$ cat src/hdl/t2rc_pkg.sv
// shared constants and types for the reload/compare timer
package t2rc_pkg;

    // apb address width in bits
    localparam int unsigned APB_AW = 12;

    // register indices; byte address is four times the index
    localparam logic [7:0] IDX_CONTROL = 8'hc8;
    localparam logic [7:0] IDX_MODE = 8'hc9;
    localparam logic [7:0] IDX_RC_LOW = 8'hca;
    localparam logic [7:0] IDX_RC_HIGH = 8'hcb;
    localparam logic [7:0] IDX_CNT_LOW = 8'hcc;
    localparam logic [7:0] IDX_CNT_HIGH = 8'hcd;
    localparam logic [7:0] IDX_CAP_CTRL = 8'hd0;
    localparam logic [7:0] IDX_CAP_BASE = 8'hd1;
    localparam logic [7:0] IDX_CAP_LAST = 8'hd6;
    localparam logic [7:0] IDX_IRQ_EN = 8'hd7;

    // control register fields
    localparam int unsigned CTL_FLAG_BIT = 7;
    localparam int unsigned CTL_RUN_BIT = 2;
    localparam int unsigned CTL_MODE_BIT = 0;
    localparam logic [7:0] CTL_MASK = 8'h85;

    // capture control fields
    localparam int unsigned CAP_EN_LSB = 4;
    localparam int unsigned CAP_FLAG_LSB = 0;
    localparam int unsigned CAP_CHANNELS = 3;

    // interrupt enable field
    localparam int unsigned IE_BIT = 0;

    // reset values and the counter's top value
    localparam logic [7:0] RST_BYTE = 8'h00;
    localparam logic [15:0] CNT_ZERO = 16'h0000;
    localparam logic [15:0] CNT_MAX = 16'hffff;

    // prescaler width covers the largest ratio of 512
    localparam int unsigned PRESC_W = 9;
    localparam logic [8:0] PRESC_FULL = 9'h1ff;
    localparam logic [2:0] DIV_TOP = 3'h7;

    // mode register layout, bit 7 down to bit 0
    typedef struct packed {
        logic reload_en;
        logic [2:0] div;
        logic cap_clear;
        logic match_clear;
        logic [1:0] trig;
    } t2rc_mode_t;

    // reload trigger selection
    typedef enum logic [1:0] {
        T2RC_TRIG_OVF,
        T2RC_TRIG_CAP0,
        T2RC_TRIG_CAP1,
        T2RC_TRIG_CAP2
    } t2rc_trig_t;

    // operating mode decoded from mode and reload-enable bits
    typedef enum logic [1:0] {
        T2RC_OP_CAPTURE,
        T2RC_OP_RELOAD,
        T2RC_OP_COMPARE
    } t2rc_op_t;

endpackage

$ cat src/hdl/t2rc_timer.sv
// 16-bit reload/compare timer with three capture channels behind apb
//
// The implementer's own choice: register access over APB.
`timescale 1ns/100ps
module t2rc_timer
    import t2rc_pkg::*;
(
    input wire logic pclk,
    input wire logic presetn,
    input wire logic psel,
    input wire logic penable,
    input wire logic pwrite,
    input wire logic [APB_AW-1:0] paddr,
    input wire logic [31:0] pwdata,
    output logic [31:0] prdata,
    output logic pready,
    output logic pslverr,
    input wire logic [2:0] capture_event,
    input wire logic global_irq_enable,
    output logic timer_irq
);

    // true when the word address matches a register index
    function automatic logic addr_is(input logic [APB_AW-1:0] a,
                                     input logic [7:0] idx);
        addr_is = (a == {2'b00, idx, 2'b00});
    endfunction

    // low bits of the divider mask for the selected ratio
    function automatic logic [PRESC_W-1:0] div_mask(input logic [2:0] d);
        div_mask = PRESC_FULL >> (DIV_TOP - d);
    endfunction

    // control register bits
    logic flag;
    logic run;
    logic mode_sel;
    // mode register
    t2rc_mode_t mode;
    // reload/compare pair
    logic [7:0] rc_low;
    logic [7:0] rc_high;
    // counter and prescaler
    logic [15:0] count;
    logic [15:0] next_count;
    logic [PRESC_W-1:0] presc;
    // capture state
    logic [2:0] cap_en;
    logic [2:0] cap_flag;
    logic [15:0] cap [CAP_CHANNELS];
    // timer interrupt enable
    logic timer_ie;

    // apb phase decode
    wire setup_rd = psel & ~penable & ~pwrite;
    wire access = psel & penable;
    wire acc_wr = access & pwrite;

    // per register hit
    wire hit_ctl = addr_is(paddr, IDX_CONTROL);
    wire hit_mode = addr_is(paddr, IDX_MODE);
    wire hit_rcl = addr_is(paddr, IDX_RC_LOW);
    wire hit_rch = addr_is(paddr, IDX_RC_HIGH);
    wire hit_cl = addr_is(paddr, IDX_CNT_LOW);
    wire hit_ch = addr_is(paddr, IDX_CNT_HIGH);
    wire hit_capc = addr_is(paddr, IDX_CAP_CTRL);
    wire hit_ie = addr_is(paddr, IDX_IRQ_EN);
    // capture result registers occupy a contiguous word range
    wire hit_cap = (paddr[1:0] == 2'b00) && (paddr[APB_AW-1:10] == 2'b00)
        && (paddr[9:2] >= IDX_CAP_BASE) && (paddr[9:2] <= IDX_CAP_LAST);
    wire hit_any = hit_ctl | hit_mode | hit_rcl | hit_rch | hit_cl
        | hit_ch | hit_capc | hit_ie | hit_cap;

    // write strobes, effective on the access edge
    wire wr_ctl = acc_wr & hit_ctl;
    wire wr_mode = acc_wr & hit_mode;
    wire wr_rcl = acc_wr & hit_rcl;
    wire wr_rch = acc_wr & hit_rch;
    wire wr_cl = acc_wr & hit_cl;
    wire wr_ch = acc_wr & hit_ch;
    wire wr_capc = acc_wr & hit_capc;
    wire wr_ie = acc_wr & hit_ie;
    wire cnt_wr = wr_cl | wr_ch;

    // zero wait states; unmapped words answer with an error
    assign pready = 1'b1;
    assign pslverr = access & ~hit_any;

    // operating mode selection
    wire t2rc_op_t op = mode_sel ? T2RC_OP_COMPARE :
        (mode.reload_en ? T2RC_OP_RELOAD : T2RC_OP_CAPTURE);

    // the reload pair seen as one 16-bit value
    wire [15:0] rc_value = {rc_high, rc_low};

    // divider tick: all mask bits of the prescaler set
    wire [PRESC_W-1:0] mask = div_mask(mode.div);
    wire tick = run && ((presc | ~mask) == PRESC_FULL);

    // counter events
    wire overflow = tick && (count == CNT_MAX);
    wire match = (op == T2RC_OP_COMPARE) && tick
        && (count == rc_value);

    // enabled capture channels that fire now
    wire [2:0] ev_cap = capture_event & cap_en;
    wire any_cap = |ev_cap;

    // selected reload trigger
    wire t2rc_trig_t trig = t2rc_trig_t'(mode.trig);
    logic trig_hit;
    always_comb begin
        unique case (trig)
            T2RC_TRIG_OVF: trig_hit = overflow;
            T2RC_TRIG_CAP0: trig_hit = ev_cap[0];
            T2RC_TRIG_CAP1: trig_hit = ev_cap[1];
            T2RC_TRIG_CAP2: trig_hit = ev_cap[2];
        endcase
    end

    // reload only in auto-reload mode with reload enabled
    wire reload = (op == T2RC_OP_RELOAD) && trig_hit;
    // automatic clears after capture or match
    wire clear = (mode.cap_clear && any_cap)
        || (mode.match_clear && match);

    // counter next value: software write, reload, clear, count
    always_comb begin
        next_count = count;
        if (cnt_wr) begin
            // software access goes byte by byte
            if (wr_cl) begin
                next_count[7:0] = pwdata[7:0];
            end
            if (wr_ch) begin
                next_count[15:8] = pwdata[7:0];
            end
        end else if (reload) begin
            next_count = rc_value;
        end else if (clear) begin
            next_count = CNT_ZERO;
        end else if (tick) begin
            // carry from low byte into high byte, wraps at ffff
            next_count = count + 16'h0001;
        end
    end

    // counter register; while run is low only software writes, capture reloads and capture clears move it
    always_ff @(posedge pclk or negedge presetn) begin
        if (!presetn) begin
            count <= CNT_ZERO;
        end else begin
            count <= next_count;
        end
    end

    // prescaler runs only with the timer and restarts per tick
    always_ff @(posedge pclk or negedge presetn) begin
        if (!presetn) begin
            presc <= '0;
        end else if (!run || tick) begin
            presc <= '0;
        end else begin
            presc <= presc + 9'h001;
        end
    end

    // control register; hardware set wins over software clear
    always_ff @(posedge pclk or negedge presetn) begin
        if (!presetn) begin
            flag <= 1'b0;
            run <= 1'b0;
            mode_sel <= 1'b0;
        end else begin
            if (overflow || match) begin
                flag <= 1'b1;
            end else if (wr_ctl) begin
                flag <= pwdata[CTL_FLAG_BIT];
            end
            if (wr_ctl) begin
                run <= pwdata[CTL_RUN_BIT];
                mode_sel <= pwdata[CTL_MODE_BIT];
            end
        end
    end

    // mode, reload pair and interrupt enable registers
    always_ff @(posedge pclk or negedge presetn) begin
        if (!presetn) begin
            mode <= t2rc_mode_t'(RST_BYTE);
            rc_low <= RST_BYTE;
            rc_high <= RST_BYTE;
            timer_ie <= 1'b0;
        end else begin
            if (wr_mode) begin
                mode <= t2rc_mode_t'(pwdata[7:0]);
            end
            if (wr_rcl) begin
                rc_low <= pwdata[7:0];
            end
            if (wr_rch) begin
                rc_high <= pwdata[7:0];
            end
            if (wr_ie) begin
                timer_ie <= pwdata[IE_BIT];
            end
        end
    end

    // capture enables and sticky capture flags, set wins
    always_ff @(posedge pclk or negedge presetn) begin
        if (!presetn) begin
            cap_en <= 3'h0;
            cap_flag <= 3'h0;
        end else begin
            if (wr_capc) begin
                cap_en <= pwdata[CAP_EN_LSB +: 3];
                cap_flag <= pwdata[CAP_FLAG_LSB +: 3] | ev_cap;
            end else begin
                cap_flag <= cap_flag | ev_cap;
            end
        end
    end

    // capture result registers take the running count
    always_ff @(posedge pclk or negedge presetn) begin
        if (!presetn) begin
            for (int i = 0; i < CAP_CHANNELS; i++) begin
                cap[i] <= CNT_ZERO;
            end
        end else begin
            for (int i = 0; i < CAP_CHANNELS; i++) begin
                if (ev_cap[i]) begin
                    cap[i] <= count;
                end
            end
        end
    end

    // interrupt request from flag and both enables
    assign timer_irq = flag && timer_ie && global_irq_enable;

    // capture word offset: low then high byte per channel
    wire [7:0] cap_off = paddr[9:2] - IDX_CAP_BASE;
    wire [1:0] cap_ch = cap_off[2:1];
    wire [15:0] cap_sel = (cap_ch == 2'd0) ? cap[0]
        : ((cap_ch == 2'd1) ? cap[1] : cap[2]);

    // read data selection
    logic [7:0] rd_byte;
    always_comb begin
        rd_byte = RST_BYTE;
        if (hit_ctl) begin
            rd_byte = {flag, 4'h0, run, 1'b0, mode_sel};
        end else if (hit_mode) begin
            rd_byte = mode;
        end else if (hit_rcl) begin
            rd_byte = rc_low;
        end else if (hit_rch) begin
            rd_byte = rc_high;
        end else if (hit_cl) begin
            rd_byte = count[7:0];
        end else if (hit_ch) begin
            rd_byte = count[15:8];
        end else if (hit_capc) begin
            rd_byte = {1'b0, cap_en, 1'b0, cap_flag};
        end else if (hit_cap) begin
            rd_byte = cap_off[0] ? cap_sel[15:8] : cap_sel[7:0];
        end else if (hit_ie) begin
            rd_byte = {7'h00, timer_ie};
        end
    end

    // read data is latched in the setup cycle
    always_ff @(posedge pclk or negedge presetn) begin
        if (!presetn) begin
            prdata <= 32'h0000_0000;
        end else if (setup_rd) begin
            prdata <= {24'h00_0000, rd_byte};
        end
    end

    // flag rises after overflow or match
    flag_set_a: assert property (@(posedge pclk) disable iff (!presetn)
        (overflow || match) |=> flag)
        else $error("flag not set by overflow or match");

    // flag stays unless software writes the control register
    flag_hold_a: assert property (@(posedge pclk) disable iff (!presetn)
        (flag && !wr_ctl) |=> flag)
        else $error("flag cleared without a write");

    // interrupt follows flag and both enables
    irq_gate_a: assert property (@(posedge pclk) disable iff (!presetn)
        (overflow && timer_ie && global_irq_enable && !wr_ie) ##1 global_irq_enable |-> timer_irq)
        else $error("timer interrupt missing");

    // stopped counter keeps its value
    stop_hold_a: assert property (@(posedge pclk) disable iff (!presetn)
        (!run && !cnt_wr && !reload && !clear) |=> $stable(count))
        else $error("count moved while stopped");

    // divide by four gives a tick every fourth cycle
    div_four_a: assert property (@(posedge pclk) disable iff (!presetn)
        (tick && mode.div == 3'd0 && !wr_mode && !wr_ctl)
        ##1 (run && mode.div == 3'd0 && !wr_mode && !wr_ctl) [*3] |=> tick)
        else $error("divide by four tick spacing wrong");

    // plain tick increments by one
    count_inc_a: assert property (@(posedge pclk) disable iff (!presetn)
        (tick && !reload && !clear && !cnt_wr) |=> count == $past(count) + 16'h0001)
        else $error("count did not increment");

    // reload copies the reload pair
    reload_copy_a: assert property (@(posedge pclk) disable iff (!presetn)
        (reload && !cnt_wr) |=> count == $past(rc_value))
        else $error("reload value not loaded");

    // automatic clear zeroes the count
    auto_clear_a: assert property (@(posedge pclk) disable iff (!presetn)
        (clear && !reload && !cnt_wr) |=> count == CNT_ZERO)
        else $error("count not cleared");

    // capture stores the count seen at the event
    cap_copy_a: assert property (@(posedge pclk) disable iff (!presetn)
        ev_cap[0] |=> (cap[0] == $past(count)) && cap_flag[0])
        else $error("capture 0 not stored");

    // overflow wraps to zero without reload
    wrap_zero_a: assert property (@(posedge pclk) disable iff (!presetn)
        (overflow && !reload && !cnt_wr) |=> count == CNT_ZERO)
        else $error("overflow did not wrap");

endmodule

$ cat config.mk
export PLATFORM = sky130hd
export DESIGN_NAME = t2rc_timer
export DESIGN_NICKNAME = d
export VERILOG_FILES = /design/src/hdl/t2rc_pkg.sv /design/src/hdl/t2rc_timer.sv
export SDC_FILE = /design/constraint.sdc
export NUM_CORES = 1
export LEC_CHECK = 0
export ABC_AREA = 0
export BUFFER_PORTS_ARGS = -buffer_cell sky130_fd_sc_hd__buf_4
export CAP_MARGIN = 20
export CORE_MARGIN = 4
export CORE_UTILIZATION = 40
export CTS_CLUSTER_DIAMETER = 50
export DETAILED_ROUTE_END_ITERATION = 16
export PLACE_DENSITY = 0.66
export SLEW_MARGIN = 20
export SYNTH_ARGS = -nofsm -noshare
export SYNTH_HDL_FRONTEND = slang
export SYNTH_SLANG_ARGS = --single-unit
$ cat constraint.sdc
create_clock -name pclk -period 2.18 [get_ports pclk]
set_input_delay 0.109 -clock pclk [delete_from_list [all_inputs] [get_ports pclk]]
set_output_delay 0.109 -clock pclk [all_outputs]
set_load 0.01 [all_outputs]
After elaboration in Yosys (flattened, before gate mapping)

Index checks and enable logic that the tools add are counted.

$add $sub $neg: 4
Order comparisons: 2
Eq/ne operators: 19
Shift operators: 1
Mux-type cells: 25
Bitwise gates (word level): 30
Reductions and logical operators: 25

Operator list:

| kind                                                                     | count |
|---|---|
| 12-bit by 10-bit equality test with 1-bit output (second input constant) | 8 |
| 16-bit 2-to-1 mux                                                        | 6 |
| 8-bit 2-to-1 mux                                                         | 11 |
| 16-bit by 1-bit adder with 16-bit output (second input constant)         | 1 |
| 16-bit equality test                                                     | 1 |
| 16-bit equality test (second input constant)                             | 1 |
| 1-bit AND                                                                | 13 |
| 1-bit logical AND                                                        | 12 |
| 9-bit by 1-bit adder with 9-bit output (second input constant)           | 1 |
| 9-bit equality test (second input constant)                              | 1 |
| 9-bit 2-to-1 mux                                                         | 1 |
| 9-bit inverter                                                           | 1 |
| 1-bit bitwise OR                                                         | 9 |
| 9-bit bitwise OR                                                         | 1 |
| 9-bit by 3-bit >> shifter with 9-bit output (first input constant)       | 1 |
| 8-bit >= comparator (second input constant)                              | 1 |
| 8-bit <= comparator (second input constant)                              | 1 |
| 2-bit logical NOT                                                        | 4 |
| 2-bit by 1-bit equality test with 1-bit output (second input constant)   | 3 |
| 2-bit equality test (second input constant)                              | 3 |
| 3-bit bitwise OR                                                         | 2 |
| 1-bit 2-to-1 mux                                                         | 4 |
| 2-bit != test (second input constant)                                    | 2 |
| 1-bit case mux with 4 select lines                                       | 1 |
| 12 further kinds                                                         | 17 |

Register bits: 115
Input bits: 53
Output and inout port bits: 35

Longest topological paths before layout

Gate-level depths: netlist of the first run.

Depth after elaboration: 13
Mapped depth: 12
Depth with buffers taken out: 9

Worst setup path before layout of the first run

OpenSTA, ideal clock, no wires.

Path kind: input port to flip-flop
Start point: in paddr[2]
End point: reg prdata[7]
Setup time: 0.127 ns
Arrival time: 2.308 ns
Slack: -0.256 ns
Cell stages on the path: 10
Path through: buf_2 -> inv_1 -> ha_1 -> buf_2 -> mux2_2 -> mux4_2 -> a221oi_1 -> nor2_1 -> a2111oi_2 -> o21ai_1

Word-level cells in the longest chain between the ends: 13
Elaborated cells between the ends (all ways): 25

RTL lines:

| element                                        | line              | source |
|---|---|---|
| from (decl)                                    | t2rc_timer.sv:13  | `input wire logic [APB_AW-1:0] paddr,` |
| 3-bit by 1-bit subtractor with 3-bit output    | t2rc_timer.sv:244 | `wire [7:0] cap_off = paddr[9:2] - IDX_CAP_BASE;` |
| 2-bit by 1-bit equality test with 1-bit output | t2rc_timer.sv:247 | `: ((cap_ch == 2'd1) ? cap[1] : cap[2]);` |
| 16-bit 2-to-1 mux                              | t2rc_timer.sv:247 |  |
| 16-bit 2-to-1 mux                              | t2rc_timer.sv:246 | `wire [15:0] cap_sel = (cap_ch == 2'd0) ? cap[0]` |
| 8-bit 2-to-1 mux                               | t2rc_timer.sv:268 | `rd_byte = cap_off[0] ? cap_sel[15:8] : cap_sel[7:0];` |
| 8-bit 2-to-1 mux                               | t2rc_timer.sv:267 | `end else if (hit_cap) begin` |
| 8-bit 2-to-1 mux                               | t2rc_timer.sv:265 | `end else if (hit_capc) begin` |
| 8-bit 2-to-1 mux                               | t2rc_timer.sv:263 | `end else if (hit_ch) begin` |
| 8-bit 2-to-1 mux                               | t2rc_timer.sv:261 | `end else if (hit_cl) begin` |
| 8-bit 2-to-1 mux                               | t2rc_timer.sv:259 | `end else if (hit_rch) begin` |
| 8-bit 2-to-1 mux                               | t2rc_timer.sv:257 | `end else if (hit_rcl) begin` |
| 8-bit 2-to-1 mux                               | t2rc_timer.sv:255 | `end else if (hit_mode) begin` |
| 8-bit 2-to-1 mux (*)                           | t2rc_timer.sv:253 | `if (hit_ctl) begin` |
| to (signal assigned)                           | t2rc_timer.sv:279 | `prdata <= {24'h00_0000, rd_byte};` |
| to (decl)                                      | t2rc_timer.sv:15  | `output logic [31:0] prdata,` |

Every way passes the cells marked *; elsewhere a longest branch is shown, timed or not.
A chain may end at the register's enable or synchronous reset.

Worst setup path in the final report of the first run

Start point: reg count[1]
End point: reg count[4]

Word-level cells in the longest chain between the ends: 7
Elaborated cells between the ends (all ways): 15

RTL lines:

| element                                                                          | line              | source |
|---|---|---|
| from (decl)                                                                      | t2rc_timer.sv:44  | `logic [15:0] count;` |
| from (signal assigned)                                                           | t2rc_timer.sv:153 | `count <= next_count;` |
| branches (longest 7 deep; another with 16-bit by 1-bit adder with 16-bit output) | --                |  |

Parallel ways; which one is timed is not known. The select of a mux whose other input is x is not followed.

==> results.sh, run 1 <==
export IMPL_seqPwrFrac=0.399
export IMPL_clockBufferDepth=2
export IMPL_postSynth_asyncResetShare=1.000
export IMPL_clock_latency_ns=0.42
export IMPL_synth_area_um2=6975
export IMPL_vias_per_cell=5.618
export IMPL_ys_types=77
export IMPL_ant_nets=0
export IMPL_clk_pin_slew_worst_paths_ns=0.05
export IMPL_grt_usage=0.2207
export IMPL_rr_worst_depth=9
export IMPL_critPathKind="reg -> reg"
export IMPL_port_buffer_count=38
export IMPL_finalHoldViolations=0
export IMPL_drt_pass1_iterations=5
export IMPL_cap_violations=0
export IMPL_num_vias=5876
export IMPL_htreeDepth=4
export IMPL_layout_drive_gt1_share=0.3861
export IMPL_numClockSinks=115
export IMPL_drt_iter0_drc=462
export IMPL_period_share=1.011
export IMPL_row_count=48
export IMPL_synth_edf_count=0
export IMPL_grt_pass1_vias=6063
export IMPL_cp_arrival_ns=2.51
export IMPL_power_frac_comb=0.058
export IMPL_route_detailed_drc=0
export IMPL_min_path_type="in -> reg"
export IMPL_die_area_um2=19620
export IMPL_power_leakage_nw=4.253
export IMPL_crit_fanout=8
export IMPL_yosysMostFrequentCell="dfrtp_1"
export IMPL_synth_flop_cell="dfrtp_1"
export IMPL_drv_slew=0
export IMPL_tritoncts="built"
export IMPL_worst_endpoint_required_ns=2.49
export IMPL_grt_ovfl_total=0
export IMPL_p_clk_frac=0.543
export IMPL_setup_violations=2
export IMPL_cp_start_kind="flop"
export IMPL_gp_congestion=0.9433
export IMPL_ios=88
export IMPL_setup_ws_ns=-0.02444
export IMPL_ir_drop_mv=0.4208
export IMPL_dpl_hpwl_mm=15.74
export IMPL_dp_cells=1002
export IMPL_antenna_found_initial=0
export IMPL_hold_depth=2
export IMPL_initial_core_util=0.4061
export IMPL_ys_warn_count=0
export IMPL_layout_nets=869
export IMPL_n_antenna_cell=0
export IMPL_max_clock_freq_mhz=453.6
export IMPL_die_w_um=140.1
export IMPL_swShare=0.2206
export IMPL_end_kind="flop"
export IMPL_slew_headroom=0.4544
export IMPL_instances_no_fill=1046
export IMPL_worst_clock_skew_ns=0.006719
export IMPL_synthToLayoutAreaGrowth_pct=28.88
export IMPL_violations="negative setup slack"
export IMPL_final_core_util=0.5234
export IMPL_synth_top_cells_by_area="dfrtp_1 41%, mux2_2 12%, nand2_1 3.8%"
export IMPL_avgRoutedWirePerCell_um=20.33
export IMPL_synth_top_cells_by_count="115 x dfrtp_1, 77 x mux2_2, 71 x nand2_1, 42 x nor2_1, 35 x o21ai_0"
export IMPL_power_switching_mw=1.186
export IMPL_ys_ff_latch=115
export IMPL_intPower_mw=4.189
export IMPL_period_needed_ns=2.204
export IMPL_grt_pass1_wl_mm=33.88
export IMPL_syn_instance_count=671
export IMPL_wl_mm=21.27
export IMPL_cts_inserted_buffers=17
export IMPL_grt_max_degree=45
export IMPL_core_um2=17180
export IMPL_yosysTopAreaCell="dfrtp_1"
export IMPL_synthDominantCellAreaShare=0.4126
export IMPL_die_h_um=140.1
export IMPL_worstMarginPinSlew_ns=0.8130
export IMPL_pwr_density_cell_nw_per_um2=597.9
export IMPL_status="finished with violations"
export IMPL_rsz0062_at_grt="true"
export IMPL_syn_avg_cell_area_um2=10.40
export IMPL_cts_root_buf="clkbuf_16"
export IMPL_synth_seq_area_share=0.4126
layer usage:
metal / global-route usage / vias up / part of all wire / routed length, um
li1: - / 2659 / - / -
met1: 0.2894 / 2936 / 0.42 / 8961
met2: 0.3550 / 233 / 0.48 / 10120
met3: 0.05121 / 48 / 0.068 / 1448
met4: 0.08720 / 0 / 0.035 / 737
met5: 0 / - / 0 / 0
path summary, 6_finish.rpt:
kind / from / end / slack [ns]
setup / recovery: count[1] / count[4] / -0.02
hold / removal: pwdata[4] / rc_low[4] / 0.02
setup reg to reg: count[1] / count[4] / -0.02
hold reg to reg: cap[44] / cap[44] / 0.48
max in group asynchronous: presetn / mode[7] / 1.37
min in group asynchronous: presetn / cap[26] / 0.11
per-stage QoR:
step | setup slack, ns | area [um^2] | TNS, ns | total power [mW] | hold slack [ns]
after floorplan | 0.02143 | 7099 | 0 | 2.342 | -0.1866
after global routing | -0.09948 | 8990 | -0.9414 | 5.547 | 0.01480
after CTS | -0.004918 | 8816 | -0.007132 | 5.394 | 0.001651
after global placement | -0.1570 | 8118 | -0.7811 | 2.480 | 0.01204
final | -0.02444 | 8990 | -0.02701 | 5.375 | 0.01845
after detailed placement | -0.1996 | 8118 | -1.329 | 2.486 | 0.01948
cells in the final DEF (no fill, tap or decap), types with 10 or more instances in the layout:
cell type | netlist | final
nand2b_1 | 11 | 10
o21ai_0 | 35 | 33
xnor2_1 | 18 | 16
conb_1 | 2 | 25
inv_1 | 12 | 11
nand3_1 | 18 | 18
nand2_1 | 71 | 71
clkbuf_16 | 0 | 17
xor2_1 | 13 | 13
and3_1 | 12 | 12
nor2_1 | 42 | 41
mux2i_1 | 14 | 14
dfrtp_1 | 115 | 113
mux2_2 | 77 | 76
buf_4 | 30 | 147
area by class of cell:
cell class | instances | area (um^2)
clock inverters | 10 | 157.7
flip-flops and latches | 115 | 2880
multi-input cells | 502 | 3884
inverters | 12 | 45.04
clock buffers | 21 | 450.4
fillers | 1472 | 8187
repair buffers | 161 | 1291
well taps | 225 | 281.5
kinds of logic after synthesis:
group	after synthesis	synth area share
mux	97	0.1638
flops	115	0.4126
fa+ha+maj	7	0.01256
simple gates	212	0.1674
buf+inv	77	0.06583
compound gates	130	0.1379
other cells	2	0.001077
xor+xnor	31	0.03892
sequential cells by signal, indices dropped and copies added (netlist names), 2 cells and up:
signal / count
cap_flag: 3
count: 16
prdata: 8
rc_high: 8
rc_low: 8
mode: 6
trig: 2
cap: 48
presc: 9
cap_en: 3
repair_timing:
item | in CTS | in global routing
setup buffers | 3 | 6
endpoints found under the setup margin | 14 | 17
pin swaps | 8 | 8
gates resized for setup | 9 | 23
hold endpoints to repair | 88 | 0
hold buffers | 4 | 0
worst max-delay path, stage by stage (launching register included):
cell and delay, ns:
dfrtp_1 0.42, buf_6 0.17, xnor2_2 0.16, nand4_1 0.18, nor3_2 0.21, buf_4 0.15
nand4_1 0.22, nand2_1 0.20, o211ai_1 0.12, a22o_1 0.25
power by group through the flow:
| stage | Clock (mW) | Combinational [mW] | Sequential [mW] |
|---|---|---|---|
| floorplan | 0 | 0.161 | 2.18 |
| global placement | 0 | 0.298 | 2.18 |
| detailed placement | 0 | 0.304 | 2.18 |
| CTS | 2.94 | 0.310 | 2.15 |
| global route | 3.06 | 0.340 | 2.14 |
| finish | 2.92 | 0.311 | 2.15 |
No activity file was read; power rests on OpenSTA's default activity.
==> inputs of run 2 (changes only) <==
--- a/config.mk
+++ b/config.mk
@@ -6,13 +6,14 @@
 export NUM_CORES = 1
 export LEC_CHECK = 0
 export ABC_AREA = 0
-export BUFFER_PORTS_ARGS = -buffer_cell sky130_fd_sc_hd__buf_4
+export BUFFER_PORTS_ARGS = -buffer_cell sky130_fd_sc_hd__buf_2
 export CAP_MARGIN = 20
 export CORE_MARGIN = 4
-export CORE_UTILIZATION = 40
+export CORE_UTILIZATION = 28
 export CTS_CLUSTER_DIAMETER = 50
 export DETAILED_ROUTE_END_ITERATION = 16
-export PLACE_DENSITY = 0.66
+export PLACE_DENSITY = 0.51
+export REMOVE_ABC_BUFFERS = 1
 export SLEW_MARGIN = 20
 export SYNTH_ARGS = -nofsm -noshare
 export SYNTH_HDL_FRONTEND = slang
==> run 2 against run 1 <==
Setup slack worse by 0.049 ns; non-clock buffer count grew 26; largest cell class unchanged; sequential power hardly changed; core utilization fell by 15 points; worst hold slack lost 0.0025 ns; the run still ends with negative setup slack left; die area is 40% higher; cell count up 12%; critical endpoint is now count[7].
==> results.sh, run 2 (synthesized netlist as in run 1, its figures left out) <==
export IMPL_route_detailed_drc=0
export IMPL_instances_no_fill=1171
export IMPL_ios=88
export IMPL_cp_slowest_stage_delay_ns=0.45
export IMPL_crit_fanout=6
export IMPL_seqPwrFrac=0.398
export IMPL_slew_headroom=0.3921
export IMPL_grt_pass1_vias=5921
export IMPL_clockBufferDepth=2
export IMPL_synthToLayoutAreaGrowth_pct=31.39
export IMPL_setup_violations=14
export IMPL_clk_pin_slew_worst_paths_ns=0.06
export IMPL_place_area_um2=8368
export IMPL_num_vias=5913
export IMPL_drt_iter0_drc=465
export IMPL_core_um2=24390
export IMPL_avgRoutedWirePerCell_um=18.73
export IMPL_intPower_mw=4.203
export IMPL_worst_clock_skew_ns=0.01168
export IMPL_cp_num_buf_inv=2
export IMPL_cp_start_kind="flop"
export IMPL_vias_per_cell=5.050
export IMPL_n_antenna_cell=0
export IMPL_htreeDepth=4
export IMPL_tritoncts="built"
export IMPL_cts_inserted_buffers=17
export IMPL_numClockSinks=115
export IMPL_cp_top_family="compound AO/OA/AOI/OAI gates"
export IMPL_largest_reg_flops=48
export IMPL_initial_core_util=0.2860
export IMPL_cpMostUsedCell="buf_4"
export IMPL_path_cells="nand2b_1, or3b_4, a22oi_4, a21oi_1, buf_4, a21oi_2, buf_4, o31ai_1, a22o_1"
export IMPL_period_share=1.033
export IMPL_cap_violations=0
export IMPL_critPathKind="reg -> reg"
export IMPL_port_buffer_count=38
export IMPL_period_needed_ns=2.253
export IMPL_grt_max_degree=116
export IMPL_die_w_um=165.8
export IMPL_violations="negative setup slack"
export IMPL_layout_nets=895
export IMPL_status="finished with violations"
export IMPL_drt_pass1_iterations=5
export IMPL_p_clk_frac=0.548
export IMPL_grt_usage=0.1598
export IMPL_setup_ws_ns=-0.07298
export IMPL_layout_drive_gt1_share=0.4002
export IMPL_grt_ovfl_total=0
export IMPL_rsz0062_at_grt="true"
export IMPL_die_area_um2=27500
export IMPL_final_common_cell="buf_4"
export IMPL_max_clock_freq_mhz=443.9
export IMPL_drv_slew=0
export IMPL_top_register="cap"
export IMPL_cp_arrival_ns=2.55
export IMPL_antenna_found_initial=1
export IMPL_cts_root_buf="clkbuf_16"
export IMPL_clock_latency_ns=0.42
export IMPL_finalHoldViolations=0
export IMPL_slowest_stage="dfrtp_1"
export IMPL_ir_drop_mv=0.4037
export IMPL_grt_pass1_wl_mm=34.41
export IMPL_worstMarginPinSlew_ns=0.9058
export IMPL_end_kind="flop"
export IMPL_power_switching_mw=1.189
export IMPL_power_leakage_nw=4.360
export IMPL_worst_endpoint_required_ns=2.48
export IMPL_top_regs="cap x48, count x16, presc x9"
export IMPL_row_count=57
export IMPL_design_area_um2=9165
export IMPL_ant_nets=0
export IMPL_die_h_um=165.8
export IMPL_final_cell_mix="139 x buf_4, 111 x dfrtp_1, 76 x mux2_2, 71 x nand2_1, 41 x nor2_1"
export IMPL_pwr_density_cell_nw_per_um2=588.3
export IMPL_min_path_type="in -> reg"
export IMPL_power_frac_comb=0.054
export IMPL_dp_cells=1131
export IMPL_dpl_hpwl_mm=16.24
export IMPL_gp_congestion=0.9224
export IMPL_wl_mm=21.93
export IMPL_swShare=0.2205
## run 2: routing by layer
| metal | GRT usage | share of wire | vias to the layer above |
|---|---|---|---|
| met3 | 0.02618 | 0.050 | 57 |
| met1 | 0.2215 | 0.47 | 2922 |
| met2 | 0.2408 | 0.44 | 222 |
| li1 | - | - | 2710 |
| met4 | 0.08214 | 0.042 | 2 |
| met5 | 0 | 0.00055 | - |
## run 2: area by class of cell
type                    instances  area, um^2
fillers                      2447       15230
multi-input cells             502        3802
flip-flops and latches        115        2883
repair buffers                187        1413
clock buffers                  21       460.4
well taps                     324       405.4
clock inverters                10       156.4
inverters                      12       45.04
## run 2: worst paths after layout
check                          start        to  slack [ns]  depth (start not counted)
max                         mode_sel  count[7]       -0.07                          9
min                        pwdata[3]   mode[3]        0.02                          2
max reg2reg                 mode_sel  count[7]       -0.07                          9
min reg2reg                   cap[8]    cap[8]        0.48                          2
max in group asynchronous    presetn  count[8]        1.36                          3
min in group asynchronous    presetn  mode_sel        0.32                          3
## run 2: metrics by stage
| step | power, mW | setup slack (ns) | setup TNS, ns | util | hold WS [ns] |
|---|---|---|---|---|---|
| floorplan | 2.289 | -0.4121 | -4.212 | - | -0.1866 |
| global route | 5.574 | -0.1591 | -1.825 | 0.3758 | 0.01199 |
| global placement | 2.472 | -0.3227 | -3.164 | 0.3431 | 0.2547 |
| finish | 5.392 | -0.07298 | -0.4090 | 0.3758 | 0.01593 |
| detailed placement | 2.473 | -0.3377 | -2.831 | 0.3431 | 0.2631 |
| CTS | 5.458 | -0.05952 | -0.3574 | 0.3731 | 0.00002390 |
## run 2: power by group through the flow
stage          Sequential, mW  Clock [mW]  Combinational, mW
2_1_floorplan            2.18           0              0.108
3_3_place_gp             2.18           0              0.290
3_5_place_dp             2.18           0              0.291
4_1_cts                  2.14        3.02              0.295
5_1_grt                  2.14        3.11              0.322
6_report                 2.14        2.96              0.290
## run 2: what timing repair did
item	4_1_cts	5_1_grt
resized for setup	12	8
pin swaps	8	5
setup endpoints to repair	16	17
setup buffers	3	2
hold endpoints to repair	116	0
hold buffers	2	0
gates cloned	2	0
